File: src/core/rled_defines.vh
// Field positions and codes for the lower remap entry decode.
// Assumes inclusion by rled_*.v files only.
`ifndef RLED_DEFINES_VH
`define RLED_DEFINES_VH
`define RLED_PRESENT_BIT      0
`define RLED_SPARE_HI         11
`define RLED_SPARE_LO         8
`define RLED_RSVDA_HI         14
`define RLED_RSVDA_LO         12
`define RLED_MODE_BIT         15
`define RLED_VEC_HI           23
`define RLED_VEC_LO           16
`define RLED_RSVDB_HI         31
`define RLED_RSVDB_LO         24
`define RLED_DST_HI           63
`define RLED_DST_LO           32
`define RLED_DST8_HI          47
`define RLED_DST8_LO          40
`define RLED_SID_HI           79
`define RLED_SID_LO           64
`define RLED_SQ_HI            81
`define RLED_SQ_LO            80
`define RLED_SVT_HI           83
`define RLED_SVT_LO           82
`define RLED_SVT_NONE         2'h0
`define RLED_SVT_FULL         2'h1
`define RLED_SVT_BUS          2'h2
`define RLED_SVT_RSVD         2'h3
`endif

File: src/core/rled_sid_check.v
// Source identifier check against an incoming requester id.
// Assumes entry fields and requester id are stable in the request cycle.
`timescale 1ns/1ps
`default_nettype none
`include "rled_defines.vh"
module rled_sid_check (
   input  wire [15:0] sourceIdentifier,      // Entry source id
   input  wire [1:0]  sourceValidationType,  // Validation type
   input  wire [1:0]  sourceQualifier,       // Compare qualifier
   input  wire [15:0] requesterId,           // Incoming requester id
   output reg         sidOk,                 // Check passed
   output reg         svtBad                 // Reserved type used
);
   function [15:0] qualMask;
      input [1:0] q;
      begin
         case (q)
            2'h0:    qualMask = 16'hffff;   // [RULE13]
            2'h1:    qualMask = 16'hfffb;
            2'h2:    qualMask = 16'hfff9;
            default: qualMask = 16'hfff8;
         endcase
      end
   endfunction

   wire [7:0] startBus = sourceIdentifier[15:8];  // [RULE3]
   wire [7:0] endBus   = sourceIdentifier[7:0];
   wire [7:0] reqBus   = requesterId[15:8];
   wire [15:0] mask    = qualMask(sourceQualifier);  // [RULE2]

   always @* begin
      svtBad = 1'b0;
      case (sourceValidationType)  // [RULE12]
         `RLED_SVT_NONE: sidOk = 1'b1;
         `RLED_SVT_FULL: sidOk = ((sourceIdentifier ^ requesterId) & mask) == 16'h0000; // [RULE1]
         `RLED_SVT_BUS:  sidOk = (reqBus >= startBus) && (reqBus <= endBus); // [RULE3]
         default: begin
            sidOk  = 1'b0;
            svtBad = 1'b1;
         end
      endcase
   end
endmodule // rled_sid_check
`default_nettype wire

File: src/core/rled_remap_entry_decode.v
// Decode and check of the lower remap entry fields for remapped interrupts.
// Assumes entry and request arrive together on one sys_clk cycle with reqValid.
// Answers are registered and come one clock after the request.
// Fault codes: 1 entry absent, 2 source check failed, 3 reserved bits or type.
// How it works
// [RULE1] Full check treats the source identifier as the permitted requester id.
// [RULE2] In full check, the qualifier picks which source bits are compared.
// [RULE3] Bus range: high byte start bus, low byte end bus, inclusive.
// [RULE4] Source identifier used only when present and type is full or range.
// [RULE5] Destination taken from destination field, only for present entries.
// [RULE6] Legacy mode: 8-bit destination at 47:40, rest of 63:32 must be zero.
// [RULE7] Extended mode: all of 63:32 is the destination.
// [RULE8] Bits 31:24 and 14:12 must be zero, checked only when present.
// [RULE9] Vector from bits 23:16, taken only for present entries.
// [RULE10] Bit 15 zero remaps; one means posted layout is used.
// [RULE11] Software spare bits 11:8 are ignored entirely.
// [RULE12] Type 00 none, 01 qualified, 10 bus range, 11 reserved.
// [RULE13] Qualifier masks low bits 2, 2:1 or 2:0; upper 13 always compared.
// [RULE14] Failed or malformed requests are blocked and a fault pulse raised.
`timescale 1ns/1ps
`default_nettype none
`include "rled_defines.vh"
module rled_remap_entry_decode (
   input  wire         sys_clk,                    // 40 MHz clock
   input  wire         srst,                       // Sync reset, active high
   input  wire         reqValid,                   // Request strobe
   input  wire [15:0]  requesterId,                // Incoming requester id
   input  wire [127:0] interrupt_remap_entry,      // Fetched entry
   input  wire         extended_destination_enable, // Extended destination mode
   output reg          outValid,                   // Remapped interrupt pulse
   output reg  [31:0]  outDestination,             // Target destination id
   output reg  [7:0]   outVector,                  // Interrupt vector
   output reg          postedValid,                // Request for posted path
   output reg          remapFault,                 // Fault pulse
   output reg  [2:0]   faultCause                  // 1 absent,2 source,3 reserved
);
   wire present = interrupt_remap_entry[`RLED_PRESENT_BIT];
   wire [15:0] source_identifier = interrupt_remap_entry[`RLED_SID_HI:`RLED_SID_LO];
   wire [1:0]  source_validation_type = interrupt_remap_entry[`RLED_SVT_HI:`RLED_SVT_LO];
   wire [1:0]  source_qualifier = interrupt_remap_entry[`RLED_SQ_HI:`RLED_SQ_LO];
   wire [31:0] destination_field = interrupt_remap_entry[`RLED_DST_HI:`RLED_DST_LO];
   wire        remap_or_post_select = interrupt_remap_entry[`RLED_MODE_BIT];
   wire        sidOk;
   wire        svtBad;
   wire [7:0]  vectorField = interrupt_remap_entry[`RLED_VEC_HI:`RLED_VEC_LO];
   wire [31:0] rsvdLowHit;      // Low reserved bits as found
   wire [31:0] dstRsvdHit;      // Legacy reserved destination bits as found
   wire        lowFieldsDirty;
   wire        legacyDstDirty;
   reg         rsvdBad;
   reg  [31:0] dstDecoded;
   reg         srcOk;
   reg  [1:0]  verdict;
   reg  [2:0]  causeNext;
   genvar      gi;
   genvar      gj;

   // Outcome of one request
   localparam [1:0] VERDICT_NONE  = 2'b00;
   localparam [1:0] VERDICT_REMAP = 2'b01;
   localparam [1:0] VERDICT_POST  = 2'b10;
   localparam [1:0] VERDICT_FAULT = 2'b11;

   // Fault codes held on faultCause
   localparam [2:0] CAUSE_ABSENT = 3'b001;
   localparam [2:0] CAUSE_SOURCE = 3'b010;
   localparam [2:0] CAUSE_RSVD   = 3'b011;

   // Only types 01 and 10 read the source identifier
   function svtChecksSource;
      input [1:0] t;
      begin
         svtChecksSource = (t == `RLED_SVT_FULL) || (t == `RLED_SVT_BUS);
      end
   endfunction

   // Destination as delivered in the current destination mode
   function [31:0] pickDestination;
      input        wide;
      input [31:0] fld;
      begin
         if (wide) begin
            pickDestination = fld;  // [RULE7]
         end else begin
            pickDestination = {24'h000000,
                               fld[`RLED_DST8_HI-`RLED_DST_LO:`RLED_DST8_LO-`RLED_DST_LO]}; // [RULE6]
         end
      end
   endfunction

   rled_sid_check uSid (
      .sourceIdentifier     (source_identifier),
      .sourceValidationType (source_validation_type),
      .sourceQualifier      (source_qualifier),
      .requesterId          (requesterId),
      .sidOk                (sidOk),
      .svtBad               (svtBad)
   );

   // Per-bit detectors for reserved bits 31:24 and 14:12
   generate
      for (gi = 0; gi < 32; gi = gi + 1) begin : g_low
         if (((gi >= `RLED_RSVDB_LO) && (gi <= `RLED_RSVDB_HI)) ||
             ((gi >= `RLED_RSVDA_LO) && (gi <= `RLED_RSVDA_HI))) begin : g_rsvd
            assign rsvdLowHit[gi] = interrupt_remap_entry[gi];  // [RULE8]
         end else begin : g_used
            // Spare bits 11:8 land here and are never read
            assign rsvdLowHit[gi] = 1'b0;  // [RULE11]
         end
      end
   endgenerate

   // Legacy mode keeps only destination bits 47:40
   generate
      for (gj = 0; gj < 32; gj = gj + 1) begin : g_dst
         if ((gj + `RLED_DST_LO >= `RLED_DST8_LO) &&
             (gj + `RLED_DST_LO <= `RLED_DST8_HI)) begin : g_id
            assign dstRsvdHit[gj] = 1'b0;
         end else begin : g_zero
            assign dstRsvdHit[gj] = destination_field[gj];  // [RULE6]
         end
      end
   endgenerate

   assign lowFieldsDirty = |rsvdLowHit;  // [RULE8]
   assign legacyDstDirty = |dstRsvdHit;  // [RULE6]

   // Destination in the current mode
   always @* begin
      dstDecoded = pickDestination(extended_destination_enable, destination_field); // [RULE5]
   end

   // Reserved checks and source gate
   always @* begin
      if (remap_or_post_select) begin
         // Posted layout reuses the upper fields; only 31:24 and 14:12 apply here
         rsvdBad = lowFieldsDirty;  // [RULE8]
      end else begin
         rsvdBad = lowFieldsDirty || svtBad ||
                   (!extended_destination_enable && legacyDstDirty);  // [RULE6]
      end
      srcOk = svtChecksSource(source_validation_type) ? sidOk : 1'b1;  // [RULE4]
   end

   // Priority: absent, reserved, source, posted, remapped
   always @* begin
      verdict   = VERDICT_NONE;
      causeNext = 3'h0;
      if (reqValid) begin
         if (!present) begin  // [RULE4]
            verdict   = VERDICT_FAULT;  // [RULE14]
            causeNext = CAUSE_ABSENT;
         end else if (rsvdBad) begin
            verdict   = VERDICT_FAULT;  // [RULE14]
            causeNext = CAUSE_RSVD;
         end else if (!srcOk) begin
            verdict   = VERDICT_FAULT;  // [RULE14]
            causeNext = CAUSE_SOURCE;
         end else if (remap_or_post_select) begin
            verdict   = VERDICT_POST;  // [RULE10]
         end else begin
            verdict   = VERDICT_REMAP;  // [RULE10]
         end
      end
   end

   // One-cycle answer pulses, exactly one per request
   always @(posedge sys_clk) begin
      if (srst) begin
         outValid    <= 1'b0;
         postedValid <= 1'b0;
         remapFault  <= 1'b0;
      end else begin
         outValid    <= 1'b0;
         postedValid <= 1'b0;
         remapFault  <= 1'b0;
         case (verdict)
            VERDICT_REMAP: begin
               outValid <= 1'b1;  // [RULE10]
            end
            VERDICT_POST: begin
               postedValid <= 1'b1;  // [RULE10]
            end
            VERDICT_FAULT: begin
               remapFault <= 1'b1;  // [RULE14]
            end
            default: begin
            end
         endcase
      end
   end

   // Destination holds until the next remapped issue
   always @(posedge sys_clk) begin
      if (srst) begin
         outDestination <= 32'h00000000;
      end else if (verdict == VERDICT_REMAP) begin
         outDestination <= dstDecoded;  // [RULE5]
      end
   end

   // Vector holds until the next remapped issue
   always @(posedge sys_clk) begin
      if (srst) begin
         outVector <= 8'h00;
      end else if (verdict == VERDICT_REMAP) begin
         outVector <= vectorField;  // [RULE9]
      end
   end

   // Fault code holds until the next fault
   always @(posedge sys_clk) begin
      if (srst) begin
         faultCause <= 3'h0;
      end else if (verdict == VERDICT_FAULT) begin
         faultCause <= causeNext;  // [RULE14]
      end
   end
endmodule // rled_remap_entry_decode
`default_nettype wire

File: config.mk
export PLATFORM = sky130hd
export DESIGN_NAME = rled_remap_entry_decode
export DESIGN_NICKNAME = d
export VERILOG_FILES = /design/src/core/rled_sid_check.v /design/src/core/rled_remap_entry_decode.v
export VERILOG_INCLUDE_DIRS = /design/src /design/src/core
export SDC_FILE = /design/constraint.sdc
export NUM_CORES = 1
export LEC_CHECK = 0
export ABC_CLOCK_PERIOD_IN_PS = 6800
export BUFFER_PORTS_ARGS = -buffer_cell sky130_fd_sc_hd__buf_2
export CAP_MARGIN = 10
export CORE_MARGIN = 5
export CORE_UTILIZATION = 42
export DETAILED_ROUTE_END_ITERATION = 10
export PLACE_DENSITY = 0.95
export SETUP_SLACK_MARGIN = 0.5
export SYNTH_ARGS = -nofsm -noshare
export SYNTH_HDL_FRONTEND = slang
export SYNTH_HIERARCHICAL = 1
export SYNTH_SLANG_ARGS = --single-unit
export TNS_END_PERCENT = 50
File: constraint.sdc
create_clock -name sys_clk -period 6.8 [get_ports sys_clk]
set_input_delay 1.02 -clock sys_clk [delete_from_list [all_inputs] [get_ports sys_clk]]
set_output_delay 1.02 -clock sys_clk [all_outputs]
set_load 0.005 [all_outputs]
==> flow_metrics.py, run 1 <==
metrics = {
    "drt": {
        "routedWlPerCell_um": 15.22,
        "first_pass_iters": 5,
        "postRouteWirelength_um": 6789,
        "remaining_routing_drc_violations": 0,
        "detailroute.via_count": 2310,
        "route.antenna.remaining_nets": 0,
        "avgViaCountPerCell": 5.179,
        "drtIter0Drc": 83,
    },
    "final_layout": {
        "share_of_post_route_cells_with_drive_strength_above_1_pct": 44.12,
        "syn2layout_area_growth_pct": 35.76,
        "nNetsFinal": 537,
        "final_core_utilization_pct": 58.32,
        "n_antenna_cell": 0,
    },
    "logic_synthesis": {
        "ys.flop_type": "sky130_fd_sc_hd__dfxtp_1",
        "synthDistinctLibCells": 39,
        "syn-instance-count": 242,
        "synth.yosys.seq_area_share_pct": 38.32,
        "postSynth.asyncResetShare_pct": 0,
        "syn-mean-instance-area_um2": 9.715,
        "netlist_area_um2": 2351,
        "synth.cells.most_frequent": "sky130_fd_sc_hd__dfxtp_1 (45), sky130_fd_sc_hd__a22o_1 (24), sky130_fd_sc_hd__a21oi_1 (20)",
        "synth_most_common_cell": "sky130_fd_sc_hd__dfxtp_1",
        "synth_top_area_share_pct": 38.32,
        "yosysTopAreaCell": "sky130_fd_sc_hd__dfxtp_1",
        "area_contributors_post_synth": "sky130_fd_sc_hd__dfxtp_1 (38%), sky130_fd_sc_hd__a22o_1 (8.9%), sky130_fd_sc_hd__ha_1 (8.5%)",
        "synth_edf_count": 0,
        "synth.yosys.warnings": 6,
        "synth_seq_cells": 45,
        "synth.net_count": 406,
    },
    "power_and_ir_drop": {
        "power-per-cell-area_nw_per_um2": 176.3,
        "sw_ratio_pct": 24.43,
        "power_mw": 0.5628,
        "seq_power_share_pct": 47.1,
        "p_int_mw": 0.4253,
        "cellLeakagePower_nw": 1.580,
        "clkPwrFrac_pct": 37.3,
        "p_sw_mw": 0.1375,
        "irDropWorstVdd_mv": 0.1123,
        "share_comb_of_total_power_pct": 15.6,
    },
    "worst_hold_path": {
        "hold_crit_start": "outDestination[19]",
        "hold_end": "outDestination[19]",
        "holdPathStages": 1,
        "worst_hold_path_type": "flip-flop to flip-flop",
    },
    "die": {
        "std_cell_rows": 27,
        "floorplan.core_area_um2": 5473,
        "initial_core_util_pct": 42.96,
        "fp.dieH_um": 84.82,
        "floorplan.die.width_um": 84.82,
        "dieArea_um2": 7194,
        "floorplan.io_pins": 194,
    },
    "placement": {
        "post-place-ws_ps": 2440,
        "dp.final_hpwl_um": 5521,
        "finalWeightedCongestion": 0.8023,
        "placement.io_buffers": 137,
    },
    "clock_network": {
        "clock_sinks": 45,
        "clk_path_buf_depth": 2,
        "clk_pin_slew_worst_paths_ps": 80,
        "cts_root_buffer": "sky130_fd_sc_hd__clkbuf_8",
        "clkLatencyLatePin_ps": 290,
        "h_tree_levels": 2,
        "postCtsResizedCells": 0,
        "post_cts_buffers": 0,
        "cts_hold_buffers": 0,
        "tritoncts": "yes",
        "tritoncts.num_buffers": 5,
    },
    "worst_setup_path": {
        "reg2reg_from": "outVector[5]",
        "crit_required_ps": 7040,
        "cp-end-kind": "flip-flop",
        "destination_of_the_worst_register_to_register_timing_path": "outVector[5]",
        "worstRegToRegCells": 2,
        "category_of_the_critical_setup_timing_path": "input pin to flip-flop",
        "critical_path.cell_chain": "buf_2 -> inv_1 -> ha_1 -> nand2b_4 -> a2111oi_4 -> nor3_1 -> o311ai_1 -> a21oi_1 -> o21ai_0 -> nor4b_4 -> buf_4 -> a21oi_2 -> a22o_1",
        "path_delay_family": "compound AO/OA/AOI/OAI gates",
        "startpoint_kind_of_the_worst_setup_timing_path": "input pin",
        "worst-path-max-fanout": 33,
        "max_stage_delay_ps": 880,
        "critical_path.slowest_cell": "sky130_fd_sc_hd__a21oi_2",
        "reg_to_reg_setup_timing_slack_ps": 6040,
        "cp_num_buf_inv": 3,
        "critPathArrivalTime_ps": 4270,
    },
    "timing": {
        "grt_setup_unrepaired": "false",
        "rel_slew_slack_pct": 28.18,
        "hold_viol_final": 0,
        "fmax_ghz": 0.2483,
        "whs_ps": 476.9,
        "totalNegativeSetupSlack_ps": 0,
        "worst-slew-pin-transition_ps": 1077,
        "final_max_slew_viol_count": 0,
        "final_period_minus_worst_setup_slack_ps": 4028,
        "fin_crit_sh_pct": 59.24,
        "layout_setup_ws_ps": 2772,
        "final-setup-viol-count": 0,
        "timing.clock.skew_ps": 0,
    },
    "status": {
        "outcome": "finished clean",
    },
    "grt": {
        "gr-total-overflow": 0,
        "number_of_global_route_vias_before_repair": 2379,
        "grt_first_pass_wirelength_um": 10940,
        "grt_util_all_layers_pct": 18.67,
        "grt_start_max_net_pins": 34,
        "antenna_violations_before_repair": 0,
    },
    "job": {
        "drv_cap": 0,
    },
}
flip-flops by register name (all words and copies together), names as in the netlist:
register        flops
outDestination     32
outVector           8
faultCause          2
outValid            1
postedValid         1
remapFault          1
kinds of logic (layout without fill, tap and decap cells):
family	count (synthesis)	in the layout	share of synthesized area, %
AO/OA/AOI/OAI	78	78	27.20
AND/OR/NAND/NOR	53	53	12.93
flip-flops	45	45	38.32
buffers and inverters	31	163	5.695
adder cells (fa/ha/maj)	16	16	8.515
XOR/XNOR	9	9	3.353
multiplexers	9	9	3.832
other	1	1	0.1595
metal layers:
metal	routed length, µm	vias up	share of wire, %	global-route usage, %
met2	3367	81	50	31.81
met1	2814	1057	41	22.08
li1	-	1162	-	-
met4	97	0	1.4	6.763
met3	510	10	7.5	5.825
met5	0	-	0	0
worst max-delay path by stage:
stage | from | end | slack [ps] | cells past startpoint
after floorplan | requesterId[8] | outDestination[12] | 3390 | 13
after global placement | requesterId[8] | outDestination[23] | 2530 | 13
after detailed placement | requesterId[8] | outDestination[12] | 2440 | 13
after CTS | requesterId[8] | outDestination[23] | 2760 | 13
after global routing | requesterId[8] | outDestination[8] | 2570 | 13
final | requesterId[8] | outDestination[23] | 2770 | 13
cell usage in the layout (no fill, tap or decap), types with 4 or more instances in the layout:
cell type | Yosys | final
sky130_fd_sc_hd__inv_1 | 16 | 16
sky130_fd_sc_hd__a311oi_1 | 5 | 5
sky130_fd_sc_hd__o21ai_0 | 4 | 4
sky130_fd_sc_hd__a22o_1 | 24 | 24
sky130_fd_sc_hd__dfxtp_1 | 45 | 45
sky130_fd_sc_hd__a21bo_2 | 8 | 8
sky130_fd_sc_hd__xnor2_1 | 6 | 6
sky130_fd_sc_hd__nand3_1 | 11 | 11
sky130_fd_sc_hd__a311oi_2 | 4 | 4
sky130_fd_sc_hd__buf_2 | 8 | 137
sky130_fd_sc_hd__mux2i_1 | 9 | 9
sky130_fd_sc_hd__nor2_1 | 9 | 9
sky130_fd_sc_hd__nand4_1 | 6 | 6
sky130_fd_sc_hd__a21oi_1 | 20 | 20
sky130_fd_sc_hd__ha_1 | 16 | 16
sky130_fd_sc_hd__nor4_1 | 8 | 8
sky130_fd_sc_hd__nor2b_1 | 4 | 4
sky130_fd_sc_hd__nand2_1 | 5 | 5
sky130_fd_sc_hd__clkbuf_8 | 0 | 6
power by group through the flow:
stage | clock [mW] | combinational [mW] | sequential [mW]
6_report | 0.210 | 0.0877 | 0.265
5_1_grt | 0.230 | 0.0972 | 0.265
4_1_cts | 0.218 | 0.0877 | 0.265
3_5_place_dp | 0 | 0.0873 | 0.271
3_3_place_gp | 0 | 0.0832 | 0.271
2_1_floorplan | 0 | 0.0444 | 0.271
per-stage QoR:
step	area [µm²]	instances
detailed placement	3072	438
CTS	3192	446
finish	3192	446
floorplan	2351	242
global placement	3072	438
global route	3192	446
final cells by class:
cell class                 count  area, µm²
clock buffer                   6      82.58
clock inverter                 2      37.54
fill                         517       2281
inverter                      16      60.06
multi-input combinational    166       1320
sequential                    45      900.9
tap                           72      90.09
timing repair buffer         139      700.7
No activity file was read; power rests on OpenSTA's default activity.
==> run 2, diff against run 1 <==
--- a/config.mk
+++ b/config.mk
@@ -6,13 +6,14 @@
 export SDC_FILE = /design/constraint.sdc
 export NUM_CORES = 1
 export LEC_CHECK = 0
-export ABC_CLOCK_PERIOD_IN_PS = 6800
+export ABC_AREA = 1
+export ABC_CLOCK_PERIOD_IN_PS = 4000
 export BUFFER_PORTS_ARGS = -buffer_cell sky130_fd_sc_hd__buf_2
 export CAP_MARGIN = 10
 export CORE_MARGIN = 5
-export CORE_UTILIZATION = 42
+export CORE_UTILIZATION = 41
 export DETAILED_ROUTE_END_ITERATION = 10
-export PLACE_DENSITY = 0.95
+export PLACE_DENSITY = 0.91
 export SETUP_SLACK_MARGIN = 0.5
 export SYNTH_ARGS = -nofsm -noshare
 export SYNTH_HDL_FRONTEND = slang
==> constraint.sdc (replaced) <==
create_clock -name sys_clk -period 4 [get_ports sys_clk]
set_input_delay 0.6 -clock sys_clk [delete_from_list [all_inputs] [get_ports sys_clk]]
set_output_delay 0.6 -clock sys_clk [all_outputs]
set_load 0.005 [all_outputs]
==> flow_metrics.py, run 2 <==
metrics = {
    "status": {
        "outcome": "finished clean",
    },
    "clock_network": {
        "post_cts_buffers": 0,
        "clk_pin_slew_worst_paths_ps": 90,
        "cts_hold_buffers": 0,
        "clk_path_buf_depth": 2,
        "clkLatencyLatePin_ps": 290,
        "h_tree_levels": 2,
        "tritoncts.num_buffers": 5,
        "postCtsResizedCells": 0,
        "cts_root_buffer": "sky130_fd_sc_hd__clkbuf_8",
        "tritoncts": "yes",
        "clock_sinks": 45,
    },
    "die": {
        "initial_core_util_pct": 41.91,
        "fp.dieH_um": 90.34,
        "floorplan.core_area_um2": 6314,
        "dieArea_um2": 8161,
        "floorplan.die.width_um": 90.34,
        "floorplan.io_pins": 194,
        "std_cell_rows": 29,
    },
    "logic_synthesis": {
        "ys.flop_type": "sky130_fd_sc_hd__dfxtp_1",
        "synth_simple_gate_area_share_pct": 34.04,
        "area_contributors_post_synth": "sky130_fd_sc_hd__dfxtp_1 (34%), sky130_fd_sc_hd__nand2_1 (15%), sky130_fd_sc_hd__nor2_1 (7.8%)",
        "yosysTopAreaCell": "sky130_fd_sc_hd__dfxtp_1",
        "netlist_area_um2": 2646,
        "synth.yosys.warnings": 6,
        "synthDistinctLibCells": 32,
        "synth.yosys.seq_area_share_pct": 34.04,
        "synth_xor_xnor_area_share_pct": 0.3310,
        "synth_seq_cells": 45,
        "synth.net_count": 550,
        "synth_most_common_cell": "sky130_fd_sc_hd__nand2_1",
        "synth_edf_count": 0,
        "synth_top_area_share_pct": 34.04,
        "synth_compound_area_share_pct": 13.38,
        "synth_top_family_by_area": "simple AND/OR/NAND/NOR gates",
        "postSynth.asyncResetShare_pct": 0,
        "syn-mean-instance-area_um2": 6.856,
        "synth.cells.most_frequent": "sky130_fd_sc_hd__nand2_1 (109), sky130_fd_sc_hd__nor2_1 (55), sky130_fd_sc_hd__dfxtp_1 (45)",
        "multiplexer_area_fraction_after_synthesis_pct": 0,
        "synth_adder_area_share_pct": 7.565,
        "syn-instance-count": 386,
    },
    "power_and_ir_drop": {
        "power_mw": 0.9402,
        "cellLeakagePower_nw": 1.971,
        "irDropWorstVdd_mv": 0.2907,
        "power-per-cell-area_nw_per_um2": 273.8,
    },
    "final_layout": {
        "syn2layout_area_growth_pct": 29.79,
        "final_common_cell": "sky130_fd_sc_hd__buf_2",
        "nNetsFinal": 679,
        "share_of_post_route_cells_with_drive_strength_above_1_pct": 35.08,
        "filler_cell_count": 585,
        "n_antenna_cell": 0,
        "postLayoutCellArea_um2": 3435,
        "layout_common_cells": "sky130_fd_sc_hd__buf_2 (137), sky130_fd_sc_hd__nand2_1 (109), sky130_fd_sc_hd__nor2_1 (55)",
        "largestRegisters": "outDestination: 32 flops, outVector: 8 flops, faultCause: 2 flops",
        "max_flop_register": "outDestination",
        "largest_register_ffs": 32,
    },
    "timing": {
        "grt_setup_unrepaired": "false",
        "rel_slew_slack_pct": 56.68,
        "worst-slew-pin-transition_ps": 648.9,
        "fmax_ghz": 0.3546,
        "layout_setup_ws_ps": 1180,
        "final_period_minus_worst_setup_slack_ps": 2820,
        "timing.clock.skew_ps": 0,
        "final-setup-viol-count": 0,
        "hold_viol_final": 0,
        "final_max_slew_viol_count": 0,
        "totalNegativeSetupSlack_ps": 0,
        "fin_crit_sh_pct": 70.50,
    },
    "drt": {
        "detailroute.via_count": 2853,
        "first_pass_iters": 5,
        "routedWlPerCell_um": 11.81,
        "avgViaCountPerCell": 4.811,
        "remaining_routing_drc_violations": 0,
        "route.antenna.remaining_nets": 0,
        "drtIter0Drc": 102,
        "postRouteWirelength_um": 7004,
    },
    "worst_setup_path": {
        "cp-end-kind": "flip-flop",
        "reg_to_reg_setup_timing_slack_ps": 3340,
        "crit_required_ps": 4220,
        "worst-path-max-fanout": 40,
        "critPathArrivalTime_ps": 3040,
        "startpoint_kind_of_the_worst_setup_timing_path": "input pin",
        "category_of_the_critical_setup_timing_path": "input pin to flip-flop",
    },
    "grt": {
        "number_of_global_route_vias_before_repair": 2786,
        "grt_util_all_layers_pct": 16.58,
        "gr-total-overflow": 0,
        "grt_start_max_net_pins": 41,
        "grt_first_pass_wirelength_um": 11650,
        "antenna_violations_before_repair": 0,
    },
    "placement": {
        "post-place-ws_ps": 880.4,
        "dp.final_hpwl_um": 5696,
        "finalWeightedCongestion": 0.8246,
        "placement.io_buffers": 137,
        "placed_area_um2": 3323,
    },
    "worst_hold_path": {
        "worst_hold_path_type": "flip-flop to flip-flop",
    },
    "job": {
        "drv_cap": 0,
    },
}
[run 2: area by class of cell]
type                       count  area (µm²)  share of cell area, %
multi-input combinational    281        1468                  42.73
clock inverter                 2       38.79                  1.129
tap                           77       96.34                  2.805
timing repair buffer         138       693.2                  20.18
clock buffer                   6       72.57                  2.113
inverter                      44       165.2                  4.809
sequential                    45       900.9                  26.23
[run 2: stage by stage]
step	cells	hold slack (ps)	util, %
4_1_cts	593	477.6	54.40
3_3_place_gp	585	451.4	52.64
6_report	593	474.7	54.40
2_1_floorplan	386	451.3	-
5_1_grt	593	495.4	54.40
3_5_place_dp	585	460.4	52.64
[run 2: metal layers]
| layer | global-route usage (%) | wire (µm) | vias up |
|---|---|---|---|
| li1 | - | - | 1473 |
| met1 | 17.62 | 2712 | 1263 |
| met2 | 30.73 | 3516 | 107 |
| met3 | 5.500 | 674 | 10 |
| met4 | 4.963 | 100 | 0 |
| met5 | 0 | 0 | - |
[run 2: logic make-up (layout without fill, tap and decap cells)]
kind of cell,Yosys count,in the layout
other,1,1
DFF,45,45
buffers and inverters,60,190
AOI/OAI and AO/OA,55,55
xor gates and xnor gates,1,1
and+or+nand+nor,208,208
adders and majority gates,16,16
[run 2: final timing paths]
path	from	to	depth (start not counted)
min	faultCause[0]	faultCause[0]	2
max	requesterId[11]	outDestination[9]	20
max reg2reg	outVector[3]	outVector[3]	2
min reg2reg	faultCause[0]	faultCause[0]	2
[run 2: critical path, cell delays in order]
cell                       delay [ps]
sky130_fd_sc_hd__buf_2            110
sky130_fd_sc_hd__ha_1             300
sky130_fd_sc_hd__nand2_1           80
sky130_fd_sc_hd__inv_1             50
sky130_fd_sc_hd__nand2_1           80
sky130_fd_sc_hd__nor2_2            40
sky130_fd_sc_hd__nand2_1           60
sky130_fd_sc_hd__nor2_2            40
sky130_fd_sc_hd__nand2_1           50
sky130_fd_sc_hd__nand2_1           40
sky130_fd_sc_hd__nand2_1           50
sky130_fd_sc_hd__nand2_1           40
sky130_fd_sc_hd__o21bai_1         140
sky130_fd_sc_hd__a21oi_1          210
sky130_fd_sc_hd__inv_1            110
sky130_fd_sc_hd__nand4_4          150
sky130_fd_sc_hd__nor2_8            80
sky130_fd_sc_hd__inv_2            480
sky130_fd_sc_hd__nand3_1          170
sky130_fd_sc_hd__o21ai_1          120
[run 2: report_power, final]
| group | leakage, nW | switching, mW | internal, mW | total, mW |
|---|---|---|---|---|
| Sequential | 0.363 | 0.000888 | 0.449 | 0.450 |
| Clock | 0.0554 | 0.147 | 0.187 | 0.335 |
| Combinational | 1.55 | 0.0867 | 0.0686 | 0.155 |
| Total | 1.97 | 0.235 | 0.705 | 0.940 |
